`config.mk`:
```
export PLATFORM = sky130hd
export DESIGN_NAME = rfst_core
export DESIGN_NICKNAME = d
export VERILOG_FILES = /design/src/hdl/rfst_pkg.sv /design/src/hdl/rfst_core.sv
export SDC_FILE = /design/constraint.sdc
export NUM_CORES = 2
export LEC_CHECK = 0
export BUFFER_PORTS_ARGS = -buffer_cell sky130_fd_sc_hd__clkbuf_2
export CELL_PAD_IN_SITES_DETAIL_PLACEMENT = 2
export CELL_PAD_IN_SITES_GLOBAL_PLACEMENT = 2
export CORE_MARGIN = 2
export CORE_UTILIZATION = 47
export DETAILED_ROUTE_END_ITERATION = 8
export GPL_TIMING_DRIVEN = 0
export PLACE_DENSITY = 0.9
export SETUP_SLACK_MARGIN = 0.15
export SLEW_MARGIN = 20
export SYNTH_ARGS = -nofsm -noshare
export SYNTH_HDL_FRONTEND = slang
export SYNTH_SLANG_ARGS = --single-unit
export TNS_END_PERCENT = 50
```
`constraint.sdc`:
```
create_clock -name hclk -period 7.45 [get_ports hclk]
set_input_delay 1.49 -clock hclk [delete_from_list [all_inputs] [get_ports hclk]]
set_output_delay 1.49 -clock hclk [all_outputs]
set_load 0.01 [all_outputs]
```
`src/hdl/rfst_pkg.sv`:
```
// Package of constants and types for the radio buffer and state timing block
package rfst_pkg;
  // Register byte addresses
  localparam logic [7:0] REG_CMD = 8'h00;
  localparam logic [7:0] REG_CFG = 8'h04;
  localparam logic [7:0] REG_BASE = 8'h08;
  localparam logic [7:0] REG_CHAN = 8'h0C;
  localparam logic [7:0] REG_STATUS = 8'h10;
  localparam logic [7:0] REG_RXDATA = 8'h14;
  localparam logic [7:0] REG_TXDATA = 8'h18;
  localparam logic [7:0] REG_CARRIER = 8'h1C;
  localparam logic [7:0] REG_CALRES = 8'h20;
  // Command strobe bit positions
  localparam int CMD_RX = 0;
  localparam int CMD_TX = 1;
  localparam int CMD_SYNTH_ON_FOR_TRANSMIT_STATE = 2;
  localparam int CMD_IDLE = 3;
  localparam int CMD_CAL = 4;
  // Status clear bit positions
  localparam int ST_RX_OVF = 16;
  localparam int ST_TX_UNF = 17;
  // Configuration reset values and compared setting codes
  localparam logic [3:0] THR_RST = 4'h0;
  localparam logic [1:0] AUTOCAL_RST = 2'h0;
  localparam logic [2:0] PWR_RST = 3'h0;
  localparam logic [2:0] PWR_OOK = 3'h1;
  localparam logic [1:0] CHP_RST = 2'h2;
  localparam logic [1:0] CHP_OFF = 2'h0;
  localparam logic [7:0] TEST_RST = 8'h0B;
  localparam logic [7:0] TEST_SHORT = 8'h09;
  localparam logic [5:0] GPO_RST = 6'h00;
  // Output pin signal selections and unlocked calibration result
  localparam logic [5:0] GPO_RX_THR = 6'h00;
  localparam logic [5:0] GPO_TX_THR = 6'h02;
  localparam logic [5:0] GPO_LOCK = 6'h0A;
  localparam logic [7:0] CAL_UNLOCKED = 8'h3F;
  // Automatic calibration modes
  localparam logic [1:0] AC_LEAVE_IDLE = 2'h1;
  localparam logic [1:0] AC_EVERY = 2'h2;
  localparam logic [1:0] AC_FOURTH = 2'h3;
  // Crystal cycle counts of state transitions
  localparam logic [19:0] T_IDLE_RX = 20'h007A1;
  localparam logic [19:0] T_IDLE_TX = 20'h007A2;
  localparam logic [19:0] T_SWITCH = 20'h0030E;
  localparam logic [19:0] T_RX_IDLE = 20'h00002;
  localparam logic [19:0] T_MANUAL_CAL = 20'h0011B;
  localparam logic [19:0] T_CAL_09_SHORT = 20'h00EB4;
  localparam logic [19:0] T_CAL_0B_SHORT = 20'h00FE9;
  // Buffer thresholds
  localparam logic [6:0] TX_THR_BASE = 7'h3D;
  localparam int FIFO_BYTES = 64;

  typedef enum logic [4:0] {
    RFST_IDLE = 5'b00001,
    RFST_WAIT = 5'b00010,
    RFST_RX = 5'b00100,
    RFST_TX = 5'b01000,
    RFST_SYNTH_ON_FOR_TRANSMIT_STATE = 5'b10000
  } rfst_radio_t;
endpackage : rfst_pkg

```
`src/hdl/rfst_core.sv`:
```
// Receive and transmit byte buffers, radio state timing and carrier word, AHB-Lite slave
// What this block does
// - Two 64-byte buffers: receive and transmit
// - Flag receive overflow and transmit underflow
// - Header status gives level of accessed buffer
// - Both byte counts readable in status register
// - Store during last read duplicates that byte
// - Threshold pair: TX 61-4v, RX 4(v+1)
// - Threshold signal when count reaches threshold
// - Idle to receive: 1953 cycles plus calibration
// - Idle to transmit: 1954, or 1953 plus calibration
// - Receive/transmit switch 782, plus quarter symbol from transmit
// - Transmit to idle quarter symbol, OOK adds eighth
// - Receive to idle 2; manual calibration 283 plus calibration
// - Calibration time from test and pump settings
// - Pump enable 00b skips pump calibration
// - Carrier word from base, channel, spacing
// - Calibrate strobe in idle; results kept
// - Lock shown on pin and result register
// - Automatic calibration by configuration field
// - State changes on strobes and internal events
`timescale 1ns/100ps
module rfst_core #(
  parameter logic [19:0] CAL_09_LONG = 20'h0484A,
  parameter logic [19:0] CAL_0B_LONG = 20'h0497F,
  parameter logic [7:0] CAL_RESULT_LOCKED = 8'h20,
  parameter int FIFO_DEPTH = 64
) (
  input wire logic hclk,
  input wire logic hresetn,
  input wire logic hsel,
  input wire logic [31:0] haddr,
  input wire logic [1:0] htrans,
  input wire logic hwrite,
  input wire logic [2:0] hsize,
  input wire logic [31:0] hwdata,
  input wire logic hready,
  output logic [31:0] hrdata,
  output logic hreadyout,
  output logic hresp,
  input wire logic symbol_clk,
  input wire logic [7:0] rx_byte,
  input wire logic rx_byte_valid,
  input wire logic tx_byte_take,
  output logic [7:0] tx_byte,
  input wire logic packet_done,
  output logic [7:0] status_byte,
  output logic general_output_pin
);
  // Thresholds and pointer widths assume the documented buffer size
  if (FIFO_DEPTH != rfst_pkg::FIFO_BYTES) begin : g_depth_check
    $error("rfst_core supports only 64-byte buffers");
  end

  typedef struct packed {
    rfst_pkg::rfst_radio_t st;
    rfst_pkg::rfst_radio_t tgt;
    logic [19:0] timer;
    logic cal_pend;
    logic calibrated;
    logic lock;
    logic [1:0] auto_cnt;
    logic [3:0] buffer_threshold_select;
    logic [1:0] auto_calibration_select;
    logic [2:0] power_table_index;
    logic [1:0] charge_pump_cal_enable;
    logic [7:0] calibration_test_setting;
    logic [5:0] output_pin_signal_select;
    logic [23:0] base_word;
    logic [7:0] channel_number;
    logic [7:0] spacing_mantissa;
    logic [1:0] spacing_exponent;
    logic [4:0] intermediate_freq_word;
    logic [6:0] rx_wr;
    logic [6:0] rx_rd;
    logic [6:0] tx_wr;
    logic [6:0] tx_rd;
    logic rx_ovf;
    logic tx_unf;
    logic sym_s1;
    logic sym_s2;
    logic sym_s3;
    logic [15:0] sym_cnt;
    logic [15:0] sym_per;
    logic dp_valid;
    logic dp_write;
    logic [7:0] dp_addr;
    logic [31:0] hrdata;
    logic [7:0] status_byte;
    logic gpo;
    logic [7:0] tx_byte;
    logic [31:0] carrier;
  } rfst_core_state_t;

  rfst_core_state_t s_q;
  rfst_core_state_t s_d;
  logic [7:0] rx_mem [0:63];
  logic [7:0] tx_mem [0:63];
  logic rx_we;
  logic tx_we;
  logic [5:0] tx_widx;

  ////////////////////////////////////////////////////////////////////////////////////////////
  function automatic logic [19:0] cal_time(input logic [7:0] test, input logic [1:0] chp);
    logic [19:0] t;
    if (chp == rfst_pkg::CHP_OFF) begin
      t = (test == rfst_pkg::TEST_SHORT) ? rfst_pkg::T_CAL_09_SHORT
                                         : rfst_pkg::T_CAL_0B_SHORT;
    end else begin
      t = (test == rfst_pkg::TEST_SHORT) ? CAL_09_LONG : CAL_0B_LONG;
    end
    return t;
  endfunction : cal_time

  always_comb begin
    logic [6:0] rx_cnt;
    logic [6:0] tx_cnt;
    logic [6:0] rx_thr;
    logic [6:0] tx_thr;
    logic rx_pop;
    logic tx_push;
    logic [4:0] cmd;
    logic go;
    rfst_pkg::rfst_radio_t go_tgt;
    logic [19:0] go_time;
    logic go_cal;
    logic auto_cal;
    logic [19:0] cal;
    logic [19:0] quarter;
    logic [19:0] eighth;
    logic [26:0] spacing;
    logic [26:0] word;
    logic addr_ok;
    s_d = s_q;
    rx_we = 1'b0;
    tx_we = 1'b0;
    tx_widx = s_q.tx_wr[5:0];
    rx_cnt = s_q.rx_wr - s_q.rx_rd;
    tx_cnt = s_q.tx_wr - s_q.tx_rd;
    rx_thr = {1'b0, s_q.buffer_threshold_select, 2'b00} + 7'h04;
    tx_thr = rfst_pkg::TX_THR_BASE - {1'b0, s_q.buffer_threshold_select, 2'b00};
    rx_pop = 1'b0;
    tx_push = 1'b0;
    cmd = 5'h00;
    go = 1'b0;
    go_tgt = rfst_pkg::RFST_IDLE;
    go_time = rfst_pkg::T_RX_IDLE;
    go_cal = 1'b0;
    cal = cal_time(s_q.calibration_test_setting, s_q.charge_pump_cal_enable);
    quarter = {6'h00, s_q.sym_per[15:2]};
    eighth = {7'h00, s_q.sym_per[15:3]};
    if (quarter == 20'h00000) begin
      quarter = 20'h00001;
    end
    auto_cal = (s_q.auto_calibration_select == rfst_pkg::AC_EVERY) ||
               ((s_q.auto_calibration_select == rfst_pkg::AC_FOURTH) &&
                (s_q.auto_cnt == 2'h3));

    // Symbol clock arrives from outside: two flops, then edge detect on the second
    s_d.sym_s1 = symbol_clk;
    s_d.sym_s2 = s_q.sym_s1;
    s_d.sym_s3 = s_q.sym_s2;
    if (s_q.sym_s2 && !s_q.sym_s3) begin
      s_d.sym_per = s_q.sym_cnt;
      s_d.sym_cnt = 16'h0001;
    end else if (s_q.sym_cnt != 16'hFFFF) begin
      s_d.sym_cnt = s_q.sym_cnt + 16'h0001;
    end

    ////////////////////////////////////////////////////////////////////////////////////////
    // Bus address phase: reads are answered from the state at this edge
    addr_ok = hsel && htrans[1] && hready;
    s_d.dp_valid = addr_ok;
    if (addr_ok) begin
      s_d.dp_write = hwrite;
      s_d.dp_addr = haddr[7:0];
      s_d.status_byte = {1'b0, hwrite ? tx_cnt : rx_cnt};
      if (!hwrite) begin
        case (haddr[7:0])
          rfst_pkg::REG_CMD: s_d.hrdata = 32'h00000000;
          rfst_pkg::REG_CFG: s_d.hrdata = {2'b00, s_q.output_pin_signal_select,
            s_q.calibration_test_setting, 5'h00, s_q.charge_pump_cal_enable,
            s_q.power_table_index, s_q.auto_calibration_select,
            s_q.buffer_threshold_select};
          rfst_pkg::REG_BASE: s_d.hrdata = {8'h00, s_q.base_word};
          rfst_pkg::REG_CHAN: s_d.hrdata = {3'b000, s_q.intermediate_freq_word, 6'h00,
            s_q.spacing_exponent, s_q.spacing_mantissa, s_q.channel_number};
          rfst_pkg::REG_STATUS: s_d.hrdata = {3'b000, s_q.st, s_q.lock, 5'h00,
            s_q.tx_unf, s_q.rx_ovf, 1'b0, tx_cnt, 1'b0, rx_cnt};
          rfst_pkg::REG_RXDATA: begin
            s_d.hrdata = {24'h000000, rx_mem[s_q.rx_rd[5:0]]};
            rx_pop = 1'b1;
          end
          rfst_pkg::REG_CARRIER: s_d.hrdata = s_q.carrier;
          rfst_pkg::REG_CALRES: s_d.hrdata = {24'h000000,
            s_q.lock ? CAL_RESULT_LOCKED : rfst_pkg::CAL_UNLOCKED};
          default: s_d.hrdata = 32'h00000000;
        endcase
      end
    end

    // Bus data phase: writes take hwdata now
    if (s_q.dp_valid && s_q.dp_write) begin
      case (s_q.dp_addr)
        rfst_pkg::REG_CMD: cmd = hwdata[4:0];
        rfst_pkg::REG_CFG: begin
          s_d.buffer_threshold_select = hwdata[3:0];
          s_d.auto_calibration_select = hwdata[5:4];
          s_d.power_table_index = hwdata[8:6];
          s_d.charge_pump_cal_enable = hwdata[10:9];
          s_d.calibration_test_setting = hwdata[23:16];
          s_d.output_pin_signal_select = hwdata[29:24];
        end
        // Taken at any time; a running synthesizer may misbehave, so software waits for idle
        rfst_pkg::REG_BASE: s_d.base_word = hwdata[23:0];
        rfst_pkg::REG_CHAN: begin
          s_d.channel_number = hwdata[7:0];
          s_d.spacing_mantissa = hwdata[15:8];
          s_d.spacing_exponent = hwdata[17:16];
          s_d.intermediate_freq_word = hwdata[28:24];
        end
        rfst_pkg::REG_STATUS: begin
          if (hwdata[rfst_pkg::ST_RX_OVF]) begin
            s_d.rx_ovf = 1'b0;
          end
          if (hwdata[rfst_pkg::ST_TX_UNF]) begin
            s_d.tx_unf = 1'b0;
          end
        end
        rfst_pkg::REG_TXDATA: tx_push = 1'b1;
        default: ;
      endcase
    end

    ////////////////////////////////////////////////////////////////////////////////////////
    // Receive buffer
    if (rx_byte_valid) begin
      if (rx_cnt == 7'(FIFO_DEPTH)) begin
        s_d.rx_ovf = 1'b1;
      end else begin
        rx_we = 1'b1;
        s_d.rx_wr = s_q.rx_wr + 7'h01;
      end
    end
    // Reading empty leaves pointers alone and returns stale data
    if (rx_pop && rx_cnt != 7'h00) begin
      if (!(rx_we && rx_cnt == 7'h01)) begin
        s_d.rx_rd = s_q.rx_rd + 7'h01;
      end
      // A store in the same cycle as the last read keeps the pointer: byte comes twice
    end

    // Transmit buffer
    if (tx_push) begin
      tx_we = 1'b1;
      if (tx_cnt != 7'(FIFO_DEPTH)) begin
        s_d.tx_wr = s_q.tx_wr + 7'h01;
      end
      // When full the byte lands on the oldest slot, so the content is corrupted
    end
    if (tx_byte_take) begin
      if (tx_cnt == 7'h00) begin
        s_d.tx_unf = 1'b1;
      end else begin
        s_d.tx_byte = tx_mem[s_q.tx_rd[5:0]];
        s_d.tx_rd = s_q.tx_rd + 7'h01;
      end
    end

    ////////////////////////////////////////////////////////////////////////////////////////
    // Radio state sequencing
    case (s_q.st)
      rfst_pkg::RFST_IDLE: begin
        if (cmd[rfst_pkg::CMD_RX]) begin
          go = 1'b1;
          go_tgt = rfst_pkg::RFST_RX;
          go_cal = (s_q.auto_calibration_select == rfst_pkg::AC_LEAVE_IDLE);
          go_time = rfst_pkg::T_IDLE_RX + (go_cal ? cal : 20'h00000);
        end else if (cmd[rfst_pkg::CMD_TX] || cmd[rfst_pkg::CMD_SYNTH_ON_FOR_TRANSMIT_STATE]) begin
          go = 1'b1;
          go_tgt = cmd[rfst_pkg::CMD_TX] ? rfst_pkg::RFST_TX : rfst_pkg::RFST_SYNTH_ON_FOR_TRANSMIT_STATE;
          go_cal = (s_q.auto_calibration_select == rfst_pkg::AC_LEAVE_IDLE);
          go_time = go_cal ? rfst_pkg::T_IDLE_RX + cal : rfst_pkg::T_IDLE_TX;
        end else if (cmd[rfst_pkg::CMD_CAL]) begin
          go = 1'b1;
          go_cal = 1'b1;
          go_time = rfst_pkg::T_MANUAL_CAL + cal;
        end
      end
      rfst_pkg::RFST_WAIT: begin
        if (cmd[rfst_pkg::CMD_IDLE]) begin
          s_d.st = rfst_pkg::RFST_IDLE;
          s_d.cal_pend = 1'b0;
        end else if (s_q.timer <= 20'h00001) begin
          s_d.st = s_q.tgt;
          if (s_q.cal_pend) begin
            s_d.calibrated = 1'b1;
            s_d.cal_pend = 1'b0;
          end
        end else begin
          s_d.timer = s_q.timer - 20'h00001;
        end
      end
      rfst_pkg::RFST_RX: begin
        go = 1'b1;
        if (cmd[rfst_pkg::CMD_IDLE]) begin
          go_time = rfst_pkg::T_RX_IDLE;
        end else if (cmd[rfst_pkg::CMD_TX] || cmd[rfst_pkg::CMD_SYNTH_ON_FOR_TRANSMIT_STATE]) begin
          go_tgt = cmd[rfst_pkg::CMD_TX] ? rfst_pkg::RFST_TX : rfst_pkg::RFST_SYNTH_ON_FOR_TRANSMIT_STATE;
          go_time = rfst_pkg::T_SWITCH;
        end else if (packet_done) begin
          go_cal = auto_cal;
          go_time = rfst_pkg::T_RX_IDLE + (auto_cal ? cal : 20'h00000);
          s_d.auto_cnt = s_q.auto_cnt + 2'h1;
        end else begin
          go = 1'b0;
        end
      end
      rfst_pkg::RFST_TX: begin
        go = 1'b1;
        go_time = quarter + ((s_q.power_table_index == rfst_pkg::PWR_OOK) ?
                             eighth : 20'h00000);
        if (cmd[rfst_pkg::CMD_RX]) begin
          go_tgt = rfst_pkg::RFST_RX;
          go_time = rfst_pkg::T_SWITCH + quarter;
        end else if (cmd[rfst_pkg::CMD_IDLE] || (tx_byte_take && tx_cnt == 7'h00)) begin
          go_cal = 1'b0;
        end else if (packet_done) begin
          go_cal = auto_cal;
          go_time = go_time + (auto_cal ? cal : 20'h00000);
          s_d.auto_cnt = s_q.auto_cnt + 2'h1;
        end else begin
          go = 1'b0;
        end
      end
      rfst_pkg::RFST_SYNTH_ON_FOR_TRANSMIT_STATE: begin
        if (cmd[rfst_pkg::CMD_TX]) begin
          s_d.st = rfst_pkg::RFST_TX;
        end else if (cmd[rfst_pkg::CMD_IDLE]) begin
          go = 1'b1;
          go_time = rfst_pkg::T_RX_IDLE;
        end
      end
      default: s_d.st = rfst_pkg::RFST_IDLE;
    endcase
    if (go) begin
      s_d.st = rfst_pkg::RFST_WAIT;
      s_d.tgt = go_tgt;
      s_d.timer = go_time;
      s_d.cal_pend = go_cal;
      if (go_cal) begin
        s_d.calibrated = 1'b0;
      end
    end

    // Lock follows a finished calibration while the synthesizer runs; low in idle and wait
    s_d.lock = s_q.calibrated && (s_q.st == rfst_pkg::RFST_RX ||
               s_q.st == rfst_pkg::RFST_TX || s_q.st == rfst_pkg::RFST_SYNTH_ON_FOR_TRANSMIT_STATE);

    // Carrier in units of a quarter of crystal/2^16, so the exponent minus two stays exact
    spacing = 27'({9'h100 + {1'b0, s_q.spacing_mantissa}}) << s_q.spacing_exponent;
    word = {1'b0, s_q.base_word, 2'b00} + 27'(spacing * {19'h00000, s_q.channel_number});
    s_d.carrier = {5'h00, word};

    case (s_q.output_pin_signal_select)
      rfst_pkg::GPO_RX_THR: s_d.gpo = (rx_cnt >= rx_thr);
      rfst_pkg::GPO_TX_THR: s_d.gpo = (tx_cnt >= tx_thr);
      rfst_pkg::GPO_LOCK: s_d.gpo = s_q.lock;
      default: s_d.gpo = 1'b0;
    endcase
  end

  ////////////////////////////////////////////////////////////////////////////////////////////
  always_ff @(posedge hclk or negedge hresetn) begin
    if (!hresetn) begin
      s_q <= '0;
      s_q.st <= rfst_pkg::RFST_IDLE;
      s_q.tgt <= rfst_pkg::RFST_IDLE;
      s_q.buffer_threshold_select <= rfst_pkg::THR_RST;
      s_q.auto_calibration_select <= rfst_pkg::AUTOCAL_RST;
      s_q.power_table_index <= rfst_pkg::PWR_RST;
      s_q.charge_pump_cal_enable <= rfst_pkg::CHP_RST;
      s_q.calibration_test_setting <= rfst_pkg::TEST_RST;
      s_q.output_pin_signal_select <= rfst_pkg::GPO_RST;
    end else begin
      s_q <= s_d;
    end
  end

  // Buffer storage has no reset; content is only meaningful behind the pointers
  always_ff @(posedge hclk) begin
    if (rx_we) begin
      rx_mem[s_q.rx_wr[5:0]] <= rx_byte;
    end
    if (tx_we) begin
      tx_mem[tx_widx] <= hwdata[7:0];
    end
  end

  assign hrdata = s_q.hrdata;
  assign hreadyout = 1'b1;
  assign hresp = 1'b0;
  assign tx_byte = s_q.tx_byte;
  assign status_byte = s_q.status_byte;
  assign general_output_pin = s_q.gpo;
endmodule : rfst_core

```
Word-level counts from Yosys, hierarchy flattened

Memory sizes are Yosys's and may differ from the RTL's. A register that Yosys moved wholly into a read port is not among the register bits.
Index checks and enable logic that the tools add are counted.

Add/sub/neg operators: 20
$mul: 1
Order comparisons: 3
Equality and inequality tests: 38
Shifts and indexed selects: 1
Muxes and demuxes: 90
Bitwise operators: 4
Reductions and logical operators: 39

Operators with widths:

| kind                   | number |
|---|---|
| $mux 20                | 14 |
| $pmux 30 s7            | 1 |
| $pmux 20 s3            | 1 |
| $mux 5                 | 10 |
| $add 11x20->20 const A | 2 |
| $eq 8x4->1 const B     | 5 |
| $eq 8x5->1 const B     | 5 |
| $mux 1                 | 39 |
| $mux 16                | 2 |
| $mux 32                | 1 |
| $pmux 5 s3             | 2 |
| $add 7x1->7 const B    | 4 |
| $add 26x27->27         | 1 |
| $mul 27x8->27          | 1 |
| $shl 9x2->27           | 1 |
| $mux 22                | 1 |
| $add 10x20->20 const A | 1 |
| $add 2x20->20 const A  | 1 |
| $add 20x13->20         | 1 |
| $add 20x20->20         | 1 |
| $add 9x20->20 const A  | 1 |
| $le 20x1->1 const B    | 1 |
| $sub 20x1->20 const B  | 1 |
| $mux 9                 | 2 |
| other kinds (52)       | 97 |

Register bits after elaboration: 249
Memory bits (writable): 1024
Output and inout bits: 51
Word-level logic and storage cells: 234
Memories kept: 2

Memory list:

| memory | depth | width | read ports | clocked after Yosys merged registers in | wr ports | line            | source |
|---|---|---|---|---|---|---|---|
| rx_mem | 64    | 8     | 1          | 0                                       | 1        | rfst_core.sv:97 | `logic [7:0] rx_mem [0:63];` |
| tx_mem | 64    | 8     | 1          | 1                                       | 1        | rfst_core.sv:98 | `logic [7:0] tx_mem [0:63];` |

Depth between registers and ports, before layout

Depth in word-level cells: 10
Mapped depth: 24
Mapped depth without buffers: 23

Worst setup path before layout

OpenSTA, ideal clock, no wires.

Path kind: register -> register
Start: reg s_q[161] (netlist name)
End: reg s_q[23] (netlist name)
Arrival time: 5.384 ns
Data required time: 7.326 ns
Path slack: 1.942 ns
Cell stages (with the launch flop): 22
Cells stage by stage: dfrtp_1 > clkbuf_1 > mux2i_1 > a21oi_1 > nand2_1 > fa_1 > inv_1 > fa_1 > inv_1 > fa_1 > inv_1 > fa_1 > ha_1 > o21ai_0 > nand2b_1 > nor2_1 > o41ai_1 > a41oi_1 > a31oi_1 > a21oi_1 > nand2b_1 > xnor2_1

RTL lines:

| element     | line            | source |
|---|---|---|
| from (decl) | rfst_core.sv:95 | `rfst_core_state_t s_q;` |

Worst setup path in the final report

Start: reg s_q[143] (netlist name)
End: mem rx_mem[25][4], enable pin

Cells in the longest elaborated chain, start to end: 6

RTL lines:

| element                      | line             | source |
|---|---|---|
| $sub 7x7->7                  | rfst_core.sv:138 | `rx_cnt = s_q.rx_wr - s_q.rx_rd;` |
| $eq 7x7->1                   | rfst_core.sv:238 | `if (rx_cnt == 7'(FIFO_DEPTH)) begin` |
| $mux 1                       | rfst_core.sv:238 |  |
| $mux 1                       | rfst_core.sv:237 | `if (rx_byte_valid) begin` |
| $mux 1                       | rfst_core.sv:392 | `if (rx_we) begin` |
| $mux 1 (not written as such) | rfst_core.sv:393 | `rx_mem[s_q.rx_wr[5:0]] <= rx_byte;` |
| to (decl)                    | rfst_core.sv:97  |  |

No other way between the ends.

==> impl_metrics.ini <==
[finish]
fillCellCount = 10800
final_common_cell = edfxtp_1
drive_gt1_share_pct = 22.0
final_core_util_pct = 53.6
fin_nets = 4175
final_cell_mix = edfxtp_1, mux4_2, nand2_1, dfrtp_1, nor2_1
synthToLayoutAreaGrowth_pct = 12.8
postLayoutCellArea_sq_um = 65400

[clock_network]
cts.path.max_buffers = 3
clock-sinks = 1276
tritoncts = done
worstSkewPairLatency_ns = 0.80
root_buffer = clkbuf_16
htree_levels = 4
numCtsBuffers = 138
clkTransAtPathRegs_ns = 0.07
hold_buffers = 0

[routing]
viasPerCell = 7.06
drc_errors = 0
routed_wl_microns = 245000
drtIter0Drc = 5509
first_pass_iters = 6
vias = 39800
drtAntennaViolNets = 0
wl_per_cell_microns = 43.4

[power_and_ir_drop]
power_density_nw_per_um2 = 339
comb_power_share_pct = 29.9
irDropWorstVdd_uv = 288
clkPwrFrac_pct = 32.1
p_leak_nw = 23.3
power.internal_w = 0.0143
switching_share_pct = 35.4
p_seq_share_pct = 38.0
p_switching_w = 0.00786

[floorplan]
initial_core_util_pct = 47.5
fp-row-count = 128
dieWidth_microns = 355
core_sq_um = 122000
die_area_sq_um = 126000
die-height_microns = 355
io_pins = 137

[synthesis]
synth_top_family_by_area = multiplexers
synthAdderAreaFrac_pct = 5.19
yosysWarningCount = 0
synthCells = 3643
synth_cell_types = 82
synth-simple-area-share_pct = 6.84
synth.avg_cell_area_sq_um = 15.9
syn_area_sq_um = 58000
synth_top_flop_cell = edfxtp_1
ys_seq_area_share_pct = 63.9
synth_mux_area_share_pct = 15.3
synth_xor_area_share_pct = 1.66
synthArstFlopShare_pct = 19.7
synth_edf_count = 1024
synth_compound_area_share_pct = 4.31
ys_ff_latch = 1276

[sta]
layout_min_cycle_time_ns = 7.62
slew_headroom_pct = 14.7
fin_ws_ns = -0.170
setup_tns_ns = -2.92
drv_slew = 0
finalHoldViolations = 0
rsz0062_at_grt = true
setup_viol = 43
whs_ns = 0.388
finalCritPeriodShare_pct = 102
fmax_mhz = 131
skew_ns = 0.0387
worstMarginPinSlew_ns = 1.28

[place]
postPlaceCellArea_sq_um = 60800
io_buffers = 99
place_ws_ns = 0.0633
dp_hpwl_microns = 149000
place_congestion = 0.872

[worst_setup_path]
critPathKind = reg2reg
path_max_fanout = 10
crit_start = s_q[143]
worstPathRequired_ns = 7.87
rr_startpoint = s_q[143]
setup.worst_path.end = rx_mem[25][4]
rr_worst_depth = 15
regToRegSetupSlack_ns = -0.17
worstReg2RegEnd = rx_mem[25][4]
start_kind = flip-flop
end_kind = flip-flop
critPathArrivalTime_ns = 8.04

[outcome]
status = finished with violations
violations = negative setup slack

[global_route]
grt_first_pass_wirelength_microns = 344000
antenna_found_initial = 13
grt_pass1_vias = 43100
grt_max_degree = 89
overflow = 0
grt_usage_pct = 38.8

[hold_path]
holdPathStages = 0
hold_path_class = reg2reg

[flow_run]
drv_cap = 0
## worst min path at each step
stage	startpoint	end	slack, ns
floorplan	s_d[124]	s_d[123]	0.33
global placement	s_d[124]	s_d[123]	0.34
detailed placement	s_d[124]	s_d[123]	0.35
CTS	s_d[124]	s_d[123]	0.37
global route	s_d[124]	s_d[123]	0.40
finish	s_d[124]	s_d[123]	0.39
## state kept, by name, summed over array words and instances (netlist names)
signal / count
tx_byte: 8
s_d: 2
tx_mem: 512
rx_mem: 512
s_q: 204
status_byte: 7
general_output_pin: 1
hrdata: 30
## final cells by class
type / instances / area [sq um] / share of cell area (%)
antenna: 7 / 17.5 / 0.0268
tap: 1625 / 2030 / 3.11
clock buffer: 195 / 3810 / 5.83
clock inverter: 55 / 589 / 0.900
timing repair buffer: 111 / 754 / 1.15
multi-input combinational: 1978 / 19500 / 29.8
inverter: 154 / 578 / 0.883
sequential: 1276 / 37100 / 56.6
buffer: 238 / 1120 / 1.71
## logic make-up (layout without fill, tap and decap cells)
kind of cell	count (synthesis)	count (layout)
DFF	1276	1276
buffers and inverters	392	753
other	2	12
and+or+nand+nor	838	838
muxes	451	451
AOI/OAI and AO/OA	382	382
xor gates and xnor gates	110	110
adders and majority gates	192	192
## critical path: stages (launching register included)
cell and delay [ns]:
dfrtp_1 0.49, clkbuf_1 0.44, buf_1 0.69, clkbuf_2 0.59
inv_1 0.23, ha_1 0.36, nor2b_1 0.17, o21ai_0 0.39
a21oi_1 0.24, o21a_1 0.27, o21ai_0 0.56, a2111oi_2 0.30
nor2b_1 0.24, clkbuf_1 0.60, nand4b_1 0.77, nor2_2 0.88
## metrics by stage
stage,std cells,total power [W]
6_report,5639,0.0222
5_1_grt,5633,0.0225
4_1_cts,5627,0.0219
3_5_place_dp,5377,0.0144
3_3_place_gp,5370,0.0137
2_1_floorplan,3646,0.0120
## power groups by stage
stage / combinational [W] / sequential (W) / clock (W)
2_1_floorplan: 0.00366 / 0.00834 / 0
3_3_place_gp: 0.00530 / 0.00843 / 0
3_5_place_dp: 0.00589 / 0.00849 / 0
4_1_cts: 0.00638 / 0.00839 / 0.00711
5_1_grt: 0.00681 / 0.00841 / 0.00731
6_report: 0.00664 / 0.00842 / 0.00712
## cell usage after synthesis, types with 7 or more instances
| cell | instances | area share, % |
|---|---|---|
| edfxtp_1 | 1024 | 53 |
| mux4_2 | 338 | 13 |
| nor2_1 | 269 | 1.7 |
| nand2_1 | 250 | 1.6 |
| dfrtp_1 | 246 | 11 |
| inv_1 | 150 | 0.97 |
| clkbuf_1 | 136 | 0.88 |
| o21ai_0 | 114 | 0.98 |
| ha_1 | 111 | 2.4 |
| mux2_2 | 88 | 1.7 |
| a21oi_1 | 81 | 0.70 |
| fa_1 | 81 | 2.8 |
| xnor2_1 | 62 | 0.94 |
| and2_1 | 58 | 0.63 |
| nand3_1 | 51 | 0.44 |
| buf_4 | 50 | 0.65 |
| xor2_1 | 48 | 0.72 |
| buf_1 | 37 | 0.24 |
| nor3_1 | 31 | 0.27 |
| and3_1 | 25 | 0.27 |
| mux2i_1 | 25 | 0.43 |
| nand4_1 | 23 | 0.25 |
| nor2b_1 | 22 | 0.24 |
| a31oi_1 | 19 | 0.20 |
| nand2b_1 | 19 | 0.20 |
| a22oi_1 | 18 | 0.23 |
| nor4_1 | 17 | 0.18 |
| a21o_1 | 16 | 0.21 |
| a221oi_1 | 16 | 0.24 |
| or3_1 | 16 | 0.17 |
| buf_2 | 15 | 0.13 |
| nand3b_1 | 14 | 0.18 |
| a211oi_1 | 13 | 0.17 |
| a222oi_1 | 12 | 0.21 |
| o21a_1 | 10 | 0.13 |
| o22ai_1 | 8 | 0.086 |
| o211ai_1 | 7 | 0.091 |
| or2_2 | 7 | 0.075 |
## repair_timing
item | CTS | global route
hold endpoints to repair | 0 | 0
gates resized for setup | 14 | 33
pin swaps | 0 | 1
buffers inserted | 0 | 4
setup endpoints to repair | 214 | 510
## per-layer routing
metal  vias to the layer above  routed length [microns]  GRT usage (%)
met5                         -                      338          0.453
met4                        20                    18500           23.9
met3                      1130                    22900           9.70
met2                      3212                   121000           65.2
met1                     21000                    82200           44.8
li1                      14400                        -              -
Note: power is estimated with default switching activity, not from simulation.
